**config.mk**
```make
export PLATFORM = sky130hd
export DESIGN_NAME = sensor_interrupt_router
export DESIGN_NICKNAME = d
export VERILOG_FILES = /design/src/pkg/irq_router_pkg.sv /design/src/core/router_regs.sv /design/src/core/irq_pin_driver.sv /design/src/core/sensor_interrupt_router.sv
export VERILOG_INCLUDE_DIRS = /design/src /design/src/pkg
export SDC_FILE = /design/constraint.sdc
export NUM_CORES = 1
export LEC_CHECK = 0
export ABC_AREA = 1
export BUFFER_PORTS_ARGS = -buffer_cell sky130_fd_sc_hd__buf_2
export CORE_UTILIZATION = 58
export DETAILED_ROUTE_END_ITERATION = 8
export GPL_ROUTABILITY_DRIVEN = 1
export GPL_TIMING_DRIVEN = 0
export HOLD_SLACK_MARGIN = 0.08
export PLACE_DENSITY = 0.83
export SLEW_MARGIN = 20
export SYNTH_ARGS = -nofsm -noshare
export SYNTH_HDL_FRONTEND = slang
export SYNTH_SLANG_ARGS = --single-unit
```
**constraint.sdc**
```tcl
create_clock -name clk -period 3.2 [get_ports clk]
set_input_delay 0.96 -clock clk [delete_from_list [all_inputs] [get_ports clk]]
set_output_delay 0.96 -clock clk [all_outputs]
set_load 0.005 [all_outputs]
```
**src/pkg/irq_router_consts.svh**
```systemverilog
`ifndef IRQ_ROUTER_CONSTS_SVH
`define IRQ_ROUTER_CONSTS_SVH

// register offsets on the register port
`define OFF_SOURCE_STATUS 8'h0C
`define OFF_PIN_ELECTRICAL 8'h2C
`define OFF_SOURCE_ENABLE 8'h2D
`define OFF_PIN_ROUTING 8'h2E
`define OFF_EVENT_STATUS 8'h40
`define OFF_EVENT_MASK 8'h41
`define OFF_PIN_STATE 8'h42

// source bit positions, shared by every per-source register
`define BIT_SLEEP_WAKE 7
`define BIT_TRANSIENT 5
`define BIT_ORIENTATION 4
`define BIT_PULSE 3
`define BIT_FALL_MOTION 2
`define BIT_SAMPLE_READY 0

// bits of the pin electrical configuration register
`define BIT_IRQ_POLARITY 1
`define BIT_OPEN_DRAIN 0

// bits of the pin state register
`define BIT_PIN_A_STATE 0
`define BIT_PIN_B_STATE 1

// implemented source bits; bits 6 and 1 always read zero
`define SOURCE_BITS_MASK 8'hBD

// reset values
`define RST_SOURCE_ENABLE 8'h00
`define RST_PIN_ROUTING 8'h00
`define RST_PIN_ELECTRICAL 8'h00
`define RST_EVENT_MASK 8'h00
`define RST_EVENT_STATUS 8'h00
`define RST_READ_DATA 8'h00

// number of interrupt pins
`define IRQ_PIN_COUNT 2
`define PIN_A_INDEX 0
`define PIN_B_INDEX 1

`endif

```
**src/pkg/irq_router_pkg.sv**
```systemverilog
package irq_router_pkg;

   // one bit per source, laid out as in every per-source register
   typedef struct packed {
      logic sleep_wake;
      logic unused6;
      logic transient;
      logic orientation;
      logic pulse;
      logic fall_motion;
      logic unused1;
      logic sample_ready;
   } src_vec_t;

   // one register port request, sampled on the rising edge
   typedef struct packed {
      logic [7:0] addr;
      logic [7:0] wdata;
      logic wr;
      logic rd;
   } bus_req_t;

   // electrical behaviour of both interrupt pins
   typedef struct packed {
      logic irq_polarity_select;
      logic open_drain;
   } pin_cfg_t;

   // keeps only the six implemented source bits
   function automatic src_vec_t keep_sources(input logic [7:0] v);
      keep_sources = src_vec_t'(v & 8'hBD);
   endfunction : keep_sources

endpackage : irq_router_pkg

```
**src/core/router_regs.sv**
```systemverilog
`timescale 1ns/10ps
`include "irq_router_consts.svh"

module router_regs (
   input wire logic clk,
   input wire logic rst,
   input wire irq_router_pkg::bus_req_t bus_req,
   output irq_router_pkg::src_vec_t source_enable,
   output irq_router_pkg::src_vec_t pin_routing,
   output irq_router_pkg::pin_cfg_t pin_cfg,
   output irq_router_pkg::src_vec_t event_mask
);
   import irq_router_pkg::*;

   src_vec_t next_source_enable;
   src_vec_t next_pin_routing;
   pin_cfg_t next_pin_cfg;
   src_vec_t next_event_mask;
   logic [7:0] cfg_wdata;

   assign cfg_wdata = bus_req.wdata;

   // software writes; reserved source bits are dropped on the way in
   always_comb begin
      next_source_enable = source_enable;
      next_pin_routing = pin_routing;
      next_pin_cfg = pin_cfg;
      next_event_mask = event_mask;
      if (bus_req.wr) begin
         case (bus_req.addr)
            `OFF_SOURCE_ENABLE: begin
               next_source_enable = keep_sources(bus_req.wdata);
            end
            `OFF_PIN_ROUTING: begin
               next_pin_routing = keep_sources(bus_req.wdata);
            end
            `OFF_PIN_ELECTRICAL: begin
               next_pin_cfg.irq_polarity_select =
                  cfg_wdata[`BIT_IRQ_POLARITY];
               next_pin_cfg.open_drain = cfg_wdata[`BIT_OPEN_DRAIN];
            end
            `OFF_EVENT_MASK: begin
               next_event_mask = keep_sources(bus_req.wdata);
            end
            default: begin
               next_source_enable = source_enable;
            end
         endcase
      end
   end

   // enables and routing both come up cleared
   always_ff @(posedge clk) begin
      if (rst) begin
         source_enable <= src_vec_t'(`RST_SOURCE_ENABLE);
         pin_routing <= src_vec_t'(`RST_PIN_ROUTING);
         pin_cfg <= pin_cfg_t'(2'(`RST_PIN_ELECTRICAL));
         event_mask <= src_vec_t'(`RST_EVENT_MASK);
      end else begin
         source_enable <= next_source_enable;
         pin_routing <= next_pin_routing;
         pin_cfg <= next_pin_cfg;
         event_mask <= next_event_mask;
      end
   end

endmodule : router_regs

```
**src/core/irq_pin_driver.sv**
```systemverilog
`timescale 1ns/10ps

module irq_pin_driver (
   input wire logic clk,
   input wire logic rst,
   input wire logic active,
   input wire irq_router_pkg::pin_cfg_t pin_cfg,
   output logic pin_out,
   output logic pin_oe,
   output logic asserted
);
   import irq_router_pkg::*;

   logic next_pin_out;
   logic next_pin_oe;
   logic level;

   // asserted level follows the polarity bit; open drain only pulls low,
   // so an active-high open-drain pin needs a pull-up to show assertion
   always_comb begin
      level = active ? pin_cfg.irq_polarity_select
                     : ~pin_cfg.irq_polarity_select;
      if (pin_cfg.open_drain) begin
         next_pin_out = 1'b0;
         next_pin_oe = ~level;
      end else begin
         next_pin_out = level;
         next_pin_oe = 1'b1;
      end
   end

   // registered so the pin never glitches on source changes
   always_ff @(posedge clk) begin
      if (rst) begin
         pin_out <= 1'b1; // idle high: deasserted for default polarity
         pin_oe <= 1'b1;
         asserted <= 1'b0;
      end else begin
         pin_out <= next_pin_out;
         pin_oe <= next_pin_oe;
         asserted <= active;
      end
   end

endmodule : irq_pin_driver

```
**src/core/sensor_interrupt_router.sv**
```systemverilog
//
// Behaviour
// - six enable bits gate each source flag
// - all enable bits clear after reset
// - routing bit 1 selects pin a, 0 pin b
// - all routing bits clear after reset
// - each pin is OR of its routed sources
// - routing bits at 7,5,4,3,2,0; 6,1 zero
// - polarity 0 drives assertion low, 1 high
`timescale 1ns/10ps
`include "irq_router_consts.svh"

module sensor_interrupt_router (
   input wire logic clk,
   input wire logic rst,
   input wire irq_router_pkg::src_vec_t src_flags,
   input wire irq_router_pkg::bus_req_t bus_req,
   output logic [7:0] bus_rdata,
   output logic irq_pin_a_out,
   output logic irq_pin_a_oe,
   output logic irq_pin_b_out,
   output logic irq_pin_b_oe,
   output logic event_irq
);
   import irq_router_pkg::*;

   // register contents
   src_vec_t source_enable;
   src_vec_t pin_routing;
   pin_cfg_t pin_cfg;
   src_vec_t event_mask;

   // qualified and routed source flags
   src_vec_t enabled_flags;
   src_vec_t to_pin_a;
   src_vec_t to_pin_b;
   logic [`IRQ_PIN_COUNT-1:0] pin_active;
   logic [`IRQ_PIN_COUNT-1:0] pin_out_vec;
   logic [`IRQ_PIN_COUNT-1:0] pin_oe_vec;
   logic [`IRQ_PIN_COUNT-1:0] pin_asserted;

   // event capture state
   src_vec_t prev_enabled;
   src_vec_t next_prev_enabled;
   src_vec_t event_rise;
   src_vec_t event_status;
   src_vec_t next_event_status;
   logic next_event_irq;
   logic status_read;

   // read path state
   logic [7:0] next_bus_rdata;

   // writable registers live in their own bank
   router_regs u_regs (
      .clk(clk),
      .rst(rst),
      .bus_req(bus_req),
      .source_enable(source_enable),
      .pin_routing(pin_routing),
      .pin_cfg(pin_cfg),
      .event_mask(event_mask)
   );

   // a flag only goes further while its source is enabled; the flags come
   // from detector logic on this same clock, so no synchroniser is needed
   always_comb begin
      enabled_flags = keep_sources(src_flags & source_enable);
   end

   // split the enabled flags by their routing bit
   always_comb begin
      to_pin_a = keep_sources(enabled_flags & pin_routing);
      to_pin_b = keep_sources(enabled_flags & ~pin_routing);
   end

   // a pin is active while any routed flag is still set, so it releases
   // only when the last one clears; sharing is why software must look at
   // the source register after an assertion
   always_comb begin
      pin_active[`PIN_A_INDEX] = |to_pin_a;
      pin_active[`PIN_B_INDEX] = |to_pin_b;
   end

   // one driver per pin, same polarity and drive style for both
   genvar gp;
   generate
      for (gp = 0; gp < `IRQ_PIN_COUNT; gp = gp + 1) begin : g_pin
         irq_pin_driver u_drv (
            .clk(clk),
            .rst(rst),
            .active(pin_active[gp]),
            .pin_cfg(pin_cfg),
            .pin_out(pin_out_vec[gp]),
            .pin_oe(pin_oe_vec[gp]),
            .asserted(pin_asserted[gp])
         );
      end
   endgenerate

   // pin a is the first interrupt pin, pin b the second
   assign irq_pin_a_out = pin_out_vec[`PIN_A_INDEX];
   assign irq_pin_a_oe = pin_oe_vec[`PIN_A_INDEX];
   assign irq_pin_b_out = pin_out_vec[`PIN_B_INDEX];
   assign irq_pin_b_oe = pin_oe_vec[`PIN_B_INDEX];

   // a read of the event status register clears it
   assign status_read = bus_req.rd && (bus_req.addr == `OFF_EVENT_STATUS);

   // rising edges of enabled flags are the events; a new edge in the
   // cycle of the clearing read survives, so no event is ever lost
   always_comb begin
      next_prev_enabled = enabled_flags;
      event_rise = keep_sources(enabled_flags & ~prev_enabled);
      if (status_read) begin
         next_event_status = event_rise;
      end else begin
         next_event_status = keep_sources(event_status | event_rise);
      end
      next_event_irq = |(next_event_status & event_mask);
   end

   // event capture registers
   always_ff @(posedge clk) begin
      if (rst) begin
         prev_enabled <= src_vec_t'(`RST_EVENT_STATUS);
         event_status <= src_vec_t'(`RST_EVENT_STATUS);
         event_irq <= 1'b0;
      end else begin
         prev_enabled <= next_prev_enabled;
         event_status <= next_event_status;
         event_irq <= next_event_irq;
      end
   end

   // read data stands only in the cycle after the read strobe;
   // unmapped addresses read zero
   always_comb begin
      next_bus_rdata = `RST_READ_DATA;
      if (bus_req.rd) begin
         case (bus_req.addr)
            `OFF_SOURCE_STATUS: begin
               next_bus_rdata = enabled_flags;
            end
            `OFF_PIN_ELECTRICAL: begin
               next_bus_rdata[`BIT_IRQ_POLARITY] =
                  pin_cfg.irq_polarity_select;
               next_bus_rdata[`BIT_OPEN_DRAIN] = pin_cfg.open_drain;
            end
            `OFF_SOURCE_ENABLE: begin
               next_bus_rdata = source_enable;
            end
            `OFF_PIN_ROUTING: begin
               next_bus_rdata = pin_routing;
            end
            `OFF_EVENT_STATUS: begin
               next_bus_rdata = event_status;
            end
            `OFF_EVENT_MASK: begin
               next_bus_rdata = event_mask;
            end
            `OFF_PIN_STATE: begin
               next_bus_rdata[`BIT_PIN_A_STATE] =
                  pin_asserted[`PIN_A_INDEX];
               next_bus_rdata[`BIT_PIN_B_STATE] =
                  pin_asserted[`PIN_B_INDEX];
            end
            default: begin
               next_bus_rdata = `RST_READ_DATA;
            end
         endcase
      end
   end

   // read data register
   always_ff @(posedge clk) begin
      if (rst) begin
         bus_rdata <= `RST_READ_DATA;
      end else begin
         bus_rdata <= next_bus_rdata;
      end
   end

endmodule : sensor_interrupt_router

```
==> results of run 1 <==
through the flow:
step | power, mW | util (%) | hold slack, ns
2_1_floorplan | 0.615 | - | 0.420
3_3_place_gp | 0.641 | 68.3 | 0.450
3_5_place_dp | 0.642 | 68.3 | 0.452
4_1_cts | 0.883 | 69.6 | 0.472
5_1_grt | 0.911 | 69.6 | 0.511
6_report | 0.879 | 69.6 | 0.474
state kept, by name (all words and copies together), names as in the netlist:
name	flops
event_status	6
u_regs.pin_routing	6
u_regs.source_enable	6
bus_rdata	7
u_regs.event_mask	6
g_pin.u_drv.pin_oe	2
g_pin.u_drv.asserted	2
u_regs.pin_cfg	2
prev_enabled	6
g_pin.u_drv.pin_out	2
event_irq	1
per-layer routing:
metal	up-vias	track usage, %	share of wire (%)
met5	-	0	0
met4	0	10.2	1.4
met3	7	5.18	4.8
met2	53	47.8	48
met1	877	37.9	46
li1	1002	-	-
logic make-up (layout without fill, tap and decap cells):
family                    after synthesis  count (layout)  share of synthesized area [%]
AOI/OAI and AO/OA                      73              73                           19.4
xor gates and xnor gates                2               2                          0.841
buffers and inverters                  55              97                           10.6
DFF                                    46              46                           44.2
other                                   1               1                          0.180
and+or+nand+nor                       112             112                           24.8
synth_stat cells:
cell	count	area share, %
nor3_1	3	0.72
nand2_4	1	0.54
buf_2	2	0.48
nor2_1	32	5.8
nand2_1	53	9.6
clkbuf_1	4	0.72
o22ai_1	9	2.7
nand4_1	3	0.90
dfxtp_1	46	44
nand3_2	3	1.4
nand3_4	1	0.84
inv_1	46	8.3
and2_1	1	0.30
buf_6	1	0.54
xor2_1	2	0.84
o21ai_1	1	0.24
nor3_4	1	0.78
a21oi_2	4	1.7
buf_4	1	0.36
nand3_1	8	1.9
o21ai_0	29	7.0
o21ai_4	1	0.78
conb_1	1	0.18
nand2_2	1	0.30
a21oi_1	29	7.0
inv_2	1	0.18
nor2_2	4	1.2
nor2_4	1	0.54
final timing paths:
check                                from                      to  slack (ns)  cells past startpoint
setup / recovery              bus_req[17]   u_regs.pin_routing[5]        1.11                      7
setup reg to reg  u_regs.source_enable[3]  g_pin[1].u_drv.pin_out        1.82                      6
hold reg to reg      u_regs.event_mask[5]    u_regs.event_mask[5]        0.47                      2
hold / removal       u_regs.event_mask[5]    u_regs.event_mask[5]        0.47                      2
worst max-delay path, stage by stage:
cell	delay, ns
buf_2	0.11
nor2_2	0.16
inv_2	0.06
nor3_4	0.36
nand4_1	0.33
o21ai_0	0.29
a21oi_1	0.06
area by class of cell:
type / instances / share of cell area (%)
buffer: 8 / 1.86
tap: 46 / 2.44
inverter: 47 / 7.48
timing repair buffer: 35 / 7.42
clock buffer: 7 / 1.91
multi-input combinational: 188 / 39.9
sequential: 46 / 39.0
report_power, final:
group	internal [mW]	switching, mW
registers	0.573	0.000454
clock network	0.0831	0.165
logic	0.0192	0.0372
total	0.676	0.203
==> results.tsv, run 1 <==
stage	metric	value	unit
clocking	TritonCTS clock tree	done	
global_route	Congestion Overflow GR	0	
placement	hpwl dp	3820	um
floorplan	site row count	21	
global_route	first-pass GRT wire length	7820	um
logic_synthesis	synthesized area	2080	sq um
sta	final period utilization	65.4	%
logic_synthesis	Avg Synthesized Cell Area	7.20	sq um
global_route	vias in the first global route	1747	
final_layout	Multi-input gate area	941	sq um
placement	dpl ws	0.763	ns
logic_synthesis	Post-Syn Instances	289	
final_layout	Sequential Area	921	sq um
worst_setup_path	CP max FO	8	
floorplan	Starting Density	61.4	%
clocking	post-cts gate resize count	0	
sta	Final WS setup	1.11	ns
logic_synthesis	flops & latches, synth	46	
final_layout	Layout Nets	359	
sta	Tmin final	2.09	ns
worst_setup_path	worst path required time	3.45	ns
logic_synthesis	yosys warns	0	
detailed_routing	drt wl/cell	12.7	um
detailed_routing	1st-iter DRT viols	118	
placement	I/O Buffers	35	
sta	Max Slew Vio Count	0	
floorplan	IO Pins	41	
final_layout	Non-Filler Instances	377	
outcome	outcome	complete, no violations	
final_layout	fillers	310	
detailed_routing	final antenna-violating net count	0	
power_and_ir_drop	Leakage	0.991	nW
floorplan	die span in y	61.9	um
worst_setup_path	WS Path Type	input port to register	
worst_setup_path	Startpoint Class	input port	
sta	Slew HR	63.7	%
min_path	hold crit path type	register to register	
detailed_routing	vias	1939	
flow_run	Max-Cap Viols	0	
worst_setup_path	CP Capture Type	register	
final_layout	Inserted Diodes	0	
final_layout	commonest non-fill, non-tap cells in the layout	nand2_1 (53), inv_1 (46), dfxtp_1 (46)	
sta	Worst Tran Pin Value	0.544	ns
clocking	# hold bufs at CTS	0	
detailed_routing	DRC	0	
clocking	Post-CTS Setup Repair Bufs	0	
power_and_ir_drop	PwrDens	372	nW/um^2
placement	GP Congestion	0.930	
clocking	CTS Buffer Depth	2	
logic_synthesis	count of different cell masters after synthesis	28	
global_route	largest net degree at the start of global routing	13	
placement	post-placement cell count	370	
clocking	clock latency on the worst-skew pair	0.35	ns
final_layout	finished layout cell area	2360	sq um
sta	Worst Skew	0.00526	ns
final_layout	share of layout cells above drive strength 1	18.7	%
detailed_routing	drt total wl	4800	um
floorplan	Die ar.	3830	sq um
clocking	Worst-path clk slew	0.12	ns
final_layout	commonest non-fill, non-tap cell in the layout	nand2_1	
detailed_routing	TritonRoute pass-1 iters	4	
sta	Final Hold Viols	0	
clocking	clk sinks	46	
sta	RSZ-0062 raised after global routing	false	
global_route	initial antenna violation count	0	
floorplan	die width	61.9	um
floorplan	Core Area	3390	sq um
worst_setup_path	CP Data Arrival Time	2.34	ns
sta	setup TNS	0	ns
clocking	H-tree Lvls	2	
logic_synthesis	register area share after synthesis	44.2	%
power_and_ir_drop	worst vdd ir	0.296	mV
clocking	total CTS buffers	5	
final_layout	area delta synth->final	13.3	%
placement	cell area after placement	2310	sq um
sta	Achievable Freq	478	MHz
detailed_routing	Via-to-Cell Ratio	5.14	
logic_synthesis	Post-Syn Nets	317	
sta	final setup violation count	0	
global_route	GRT Total Usage	28.9	%
clocking	CTS root buf	clkbuf_4	
(Power assumes the default switching activity.)
==> run 2, diff against run 1 <==
- CORE_UTILIZATION: 58 -> 54
- PLACE_DENSITY: 0.83 -> 0.78
- clock period: 3.2 -> 2.2 ns (I/O delays scaled with it)
==> results.tsv, run 2 (synthesized netlist as in run 1, its figures left out) <==
stage	metric	value	unit
detailed_routing	drt total wl	4790	um
detailed_routing	Via-to-Cell Ratio	5.17	
detailed_routing	DRC	0	
global_route	GRT Total Usage	25.4	%
sta	hold_ws	0.472	ns
worst_setup_path	worst reg2reg setup slack	0.78	ns
detailed_routing	final antenna-violating net count	0	
global_route	initial antenna violation count	0	
worst_setup_path	CP Capture Type	register	
min_path	hold crit path type	register to register	
worst_setup_path	worst path required time	2.40	ns
power_and_ir_drop	worst vdd ir	0.404	mV
power_and_ir_drop	Leakage	1.01	nW
clocking	Worst-path clk slew	0.10	ns
floorplan	IO Pins	41	
final_layout	finished layout cell area	2410	sq um
floorplan	Die ar.	4110	sq um
floorplan	die width	64.1	um
clocking	Post-CTS Setup Repair Bufs	0	
detailed_routing	vias	1966	
clocking	TritonCTS clock tree	done	
worst_setup_path	origin of the critical flop-to-flop path	u_regs.source_enable[3]	
floorplan	Core Area	3690	sq um
worst_setup_path	Worst Setup EP	u_regs.pin_routing[4]	
placement	cell area after placement	2320	sq um
clocking	# hold bufs at CTS	0	
placement	I/O Buffers	35	
floorplan	site row count	22	
final_layout	Sequential Area	921	sq um
final_layout	fillers	349	
floorplan	die span in y	64.1	um
floorplan	Starting Density	56.4	%
detailed_routing	drt wl/cell	12.6	um
worst_setup_path	CP max FO	8	
final_layout	commonest non-fill, non-tap cells in the layout	nand2_1 (53), inv_1 (46), dfxtp_1 (46)	
sta	final setup violation count	0	
final_layout	Multi-input gate area	941	sq um
final_layout	Inserted Diodes	0	
worst_setup_path	worst r2r path cells	6	
detailed_routing	1st-iter DRT viols	194	
detailed_routing	TritonRoute pass-1 iters	5	
sta	RSZ-0062 raised after global routing	false	
final_layout	share of layout cells above drive strength 1	19.6	%
global_route	Congestion Overflow GR	0	
worst_setup_path	Critical R2R Capture	g_pin[1].u_drv.pin_out	
final_layout	commonest non-fill, non-tap cell in the layout	nand2_1	
final_layout	Layout Nets	359	
global_route	largest net degree at the start of global routing	17	
clocking	total CTS buffers	5	
global_route	vias in the first global route	1697	
clocking	clock latency on the worst-skew pair	0.31	ns
final_layout	Most flops, register	bus_rdata	
clocking	H-tree Lvls	2	
sta	setup TNS	0	ns
sta	Tmin final	1.81	ns
worst_setup_path	CP Data Arrival Time	2.01	ns
final_layout	Largest register FFs	7	
final_layout	area delta synth->final	15.7	%
sta	Max Slew Vio Count	0	
clocking	CTS Buffer Depth	2	
global_route	first-pass GRT wire length	7760	um
sta	Achievable Freq	554	MHz
worst_setup_path	Startpoint Class	input port	
clocking	clk sinks	46	
placement	hpwl dp	3720	um
clocking	CTS root buf	clkbuf_8	
worst_setup_path	beginning of the critical path	bus_req[17]	
flow_run	Max-Cap Viols	0	
sta	Final Hold Viols	0	
clocking	post-cts gate resize count	0	
sta	final period utilization	82.1	%
outcome	outcome	complete, no violations	
placement	GP Congestion	0.939	
worst_setup_path	WS Path Type	input port to register	
power_and_ir_drop	PwrDens	602	nW/um^2
sta	Worst Skew	0.0116	ns
==> run 2: cell types whose count changed in the layout (fill, tap and decap cells not counted) <==
cell        previous run  this run
clkbuf_4               5         0
clkbuf_8               0         5
clkbuf_1               6         4
clkinvlp_4             0         2
inv_6                  0         1
==> run 2: worst min-delay path by stage <==
stage	from	to	slack, ns	cells past startpoint
after floorplan	g_pin[1].u_drv.asserted	bus_rdata[1]	0.42	2
after global placement	u_regs.event_mask[4]	u_regs.event_mask[4]	0.45	2
after detailed placement	g_pin[1].u_drv.asserted	bus_rdata[1]	0.45	2
after CTS	u_regs.event_mask[4]	u_regs.event_mask[4]	0.47	2
after global routing	u_regs.source_enable[0]	u_regs.source_enable[0]	0.50	2
final	u_regs.event_mask[4]	u_regs.event_mask[4]	0.47	2
==> run 2: per-stage QoR <==
step | setup slack [ns] | utilization [%] | total power, mW | cells
6_report | 0.394 | 65.3 | 1.45 | 380
5_1_grt | 0.255 | 65.3 | 1.50 | 380
4_1_cts | 0.407 | 65.3 | 1.46 | 380
2_1_floorplan | 0.452 | - | 0.894 | 289
3_5_place_dp | 0.0935 | 62.8 | 0.934 | 372
3_3_place_gp | 0.0939 | 62.8 | 0.932 | 372
==> run 2: area by class of cell <==
type / instances / share of cell area [%]
clock inverters: 3 / 0.987
plain buffers: 8 / 1.82
clock buffers: 5 / 2.86
well taps: 48 / 2.49
inverters: 47 / 7.32
multi-input cells: 188 / 39.0
repair buffers: 35 / 7.27
flip-flops and latches: 46 / 38.2
==> run 2: worst max-delay path: stages <==
cell	delay [ns]
buf_2	0.11
nor2_2	0.15
inv_2	0.06
nor3_4	0.37
nand4_1	0.33
o21ai_0	0.26
a21oi_1	0.06
==> run 2: where the power goes <==
| group | leakage, nW | internal, mW | total (mW) | switching [mW] |
|---|---|---|---|---|
| logic | 0.595 | 0.0280 | 0.0818 | 0.0538 |
| clock network | 0.0408 | 0.227 | 0.534 | 0.307 |
| registers | 0.371 | 0.833 | 0.834 | 0.000667 |
==> run 2: layer usage <==
layer	up-vias	GRT usage (%)	routed length, um
met1	889	34.4	2240
met4	0	12.5	102
met3	11	6.07	302
li1	1003	-	-
met5	-	0	0
met2	63	37.8	2140
==> run 3, diff against run 2 <==
- CORE_UTILIZATION: 54 -> 49
- PLACE_DENSITY: 0.78 -> 0.75
- clock period: 2.2 -> 1.65 ns (I/O delays scaled with it)
==> results.tsv, run 3 (synthesized netlist as in run 1, its figures left out) <==
stage	metric	value	unit
sta	Worst Skew	0.00558	ns
sta	final period utilization	92.5	%
placement	I/O Buffers	35	
detailed_routing	drt wl/cell	13.1	um
final_layout	area delta synth->final	17.8	%
floorplan	site row count	23	
worst_setup_path	CP Capture Type	register	
floorplan	die width	67.2	um
worst_setup_path	Startpoint Class	input port	
floorplan	Die ar.	4510	sq um
final_layout	Inserted Diodes	0	
clocking	H-tree Lvls	2	
global_route	largest net degree at the start of global routing	14	
final_layout	Sequential Area	921	sq um
sta	Max Slew Vio Count	0	
final_layout	Most flops, register	bus_rdata	
clocking	# hold bufs at CTS	0	
sta	RSZ-0062 raised after global routing	true	
clocking	TritonCTS clock tree	done	
power_and_ir_drop	Seq pwr share	57.4	%
detailed_routing	vias	1954	
global_route	GRT Total Usage	23.4	%
power_and_ir_drop	worst vdd ir	0.555	mV
final_layout	share of layout cells above drive strength 1	21.0	%
worst_setup_path	CP Cell Sequence	buf_2 > nor2_2 > inv_2 > nor3_4 > buf_12 > nand2_4 > o21ai_0 > nor2_1 > a21oi_1	
sta	Slew HR	63.7	%
final_layout	Multi-input gate area	956	sq um
placement	GP Congestion	0.895	
power_and_ir_drop	total power	1.94	mW
power_and_ir_drop	clock share of power	36.6	%
placement	hpwl dp	3850	um
worst_setup_path	CP Data Arrival Time	1.74	ns
power_and_ir_drop	Internal Power	1.49	mW
sta	final setup violation count	0	
sta	setup TNS	0	ns
outcome	outcome	complete, no violations	
power_and_ir_drop	Psw	0.446	mW
clocking	clk sinks	46	
power_and_ir_drop	Leakage	1.03	nW
power_and_ir_drop	Comb power frac	6.0	%
detailed_routing	1st-iter DRT viols	141	
placement	dpl ws	-0.362	ns
clocking	CTS Buffer Depth	2	
final_layout	fillers	391	
clocking	total CTS buffers	5	
placement	cell area after placement	2320	sq um
final_layout	commonest non-fill, non-tap cell in the layout	nand2_1	
floorplan	die span in y	67.2	um
global_route	first-pass GRT wire length	7690	um
sta	hold_ws	0.456	ns
worst_setup_path	worst path required time	1.87	ns
detailed_routing	DRC	0	
clocking	CTS root buf	clkbuf_8	
clocking	Worst-path clk slew	0.08	ns
global_route	vias in the first global route	1613	
final_layout	commonest non-fill, non-tap cells in the layout	nand2_1 (52), dfxtp_1 (46), inv_1 (45)	
sta	Tmin final	1.53	ns
floorplan	IO Pins	41	
power_and_ir_drop	Sw Ratio	23.0	%
power_and_ir_drop	PwrDens	789	nW/um^2
floorplan	Starting Density	51.7	%
final_layout	Layout Nets	361	
worst_setup_path	CP max FO	8	
final_layout	finished layout cell area	2450	sq um
worst_setup_path	CP max-delay cell	nor3_4	
detailed_routing	drt total wl	5020	um
sta	Worst Tran Pin Value	0.545	ns
global_route	initial antenna violation count	0	
sta	Final WS setup	0.123	ns
final_layout	Largest register FFs	7	
detailed_routing	Via-to-Cell Ratio	5.09	
worst_setup_path	Largest stage delay, worst path	0.21	ns
flow_run	Max-Cap Viols	0	
min_path	hold crit path type	register to register	
global_route	Congestion Overflow GR	0	
clocking	clock latency on the worst-skew pair	0.30	ns
floorplan	Core Area	4030	sq um
placement	post-placement cell count	374	
detailed_routing	final antenna-violating net count	0	
final_layout	Non-Filler Instances	384	
sta	Achievable Freq	655	MHz
detailed_routing	TritonRoute pass-1 iters	5	
final_layout	Final Util	60.9	%
worst_setup_path	WS Path Type	input port to register	
sta	Final Hold Viols	0	
run 3: worst max-delay path, delay by kind of cell:
| family | cells | cell delay [ns] |
|---|---|---|
| simple gates | 4 | 0.51 |
| compound gates | 2 | 0.41 |
| buf+inv | 3 | 0.32 |
run 3: power by group through the flow:
stage,clock network (mW),registers [mW],logic [mW]
4_1_cts,0.717,1.11,0.108
2_1_floorplan,0,1.14,0.0547
3_3_place_gp,0,1.14,0.106
3_5_place_dp,0,1.14,0.107
5_1_grt,0.766,1.11,0.127
6_report,0.708,1.11,0.116
run 3: final timing paths:
| check | end | slack, ns | start | depth (start not counted) |
|---|---|---|---|---|
| setup / recovery | bus_rdata[0] | 0.12 | bus_req[17] | 9 |
| hold / removal | bus_rdata[1] | 0.46 | g_pin[1].u_drv.asserted | 2 |
| setup reg to reg | g_pin[1].u_drv.pin_out | 0.27 | u_regs.source_enable[0] | 6 |
| hold reg to reg | bus_rdata[1] | 0.46 | g_pin[1].u_drv.asserted | 2 |
run 3: area by class of cell:
type | count | share of cell area, %
Buffer | 8 | 1.78
Clock buffer | 7 | 3.52
Inverter | 47 | 7.19
Multi-Input combinational cell | 188 | 39.0
Sequential cell | 46 | 37.5
Timing Repair Buffer | 37 | 8.26
Tap cell | 50 | 2.55
Clock inverter | 1 | 0.204
run 3: layer usage:
layer	GRT usage, %	up-vias	part of all wire (%)	routed length, um
met5	0	-	0	0
met4	7.98	0	1.3	65
met3	4.73	8	5.7	284
met2	37.0	59	46	2300
met1	31.7	872	47	2360
li1	-	1015	-	-
run 3: what timing repair did:
action / in CTS / in global routing
resized for setup: 0 / 6
endpoints found under the hold margin: 0 / 0
setup buffers: 1 / 1
endpoints found under the setup margin: 4 / 17
pin swaps: 1 / 1
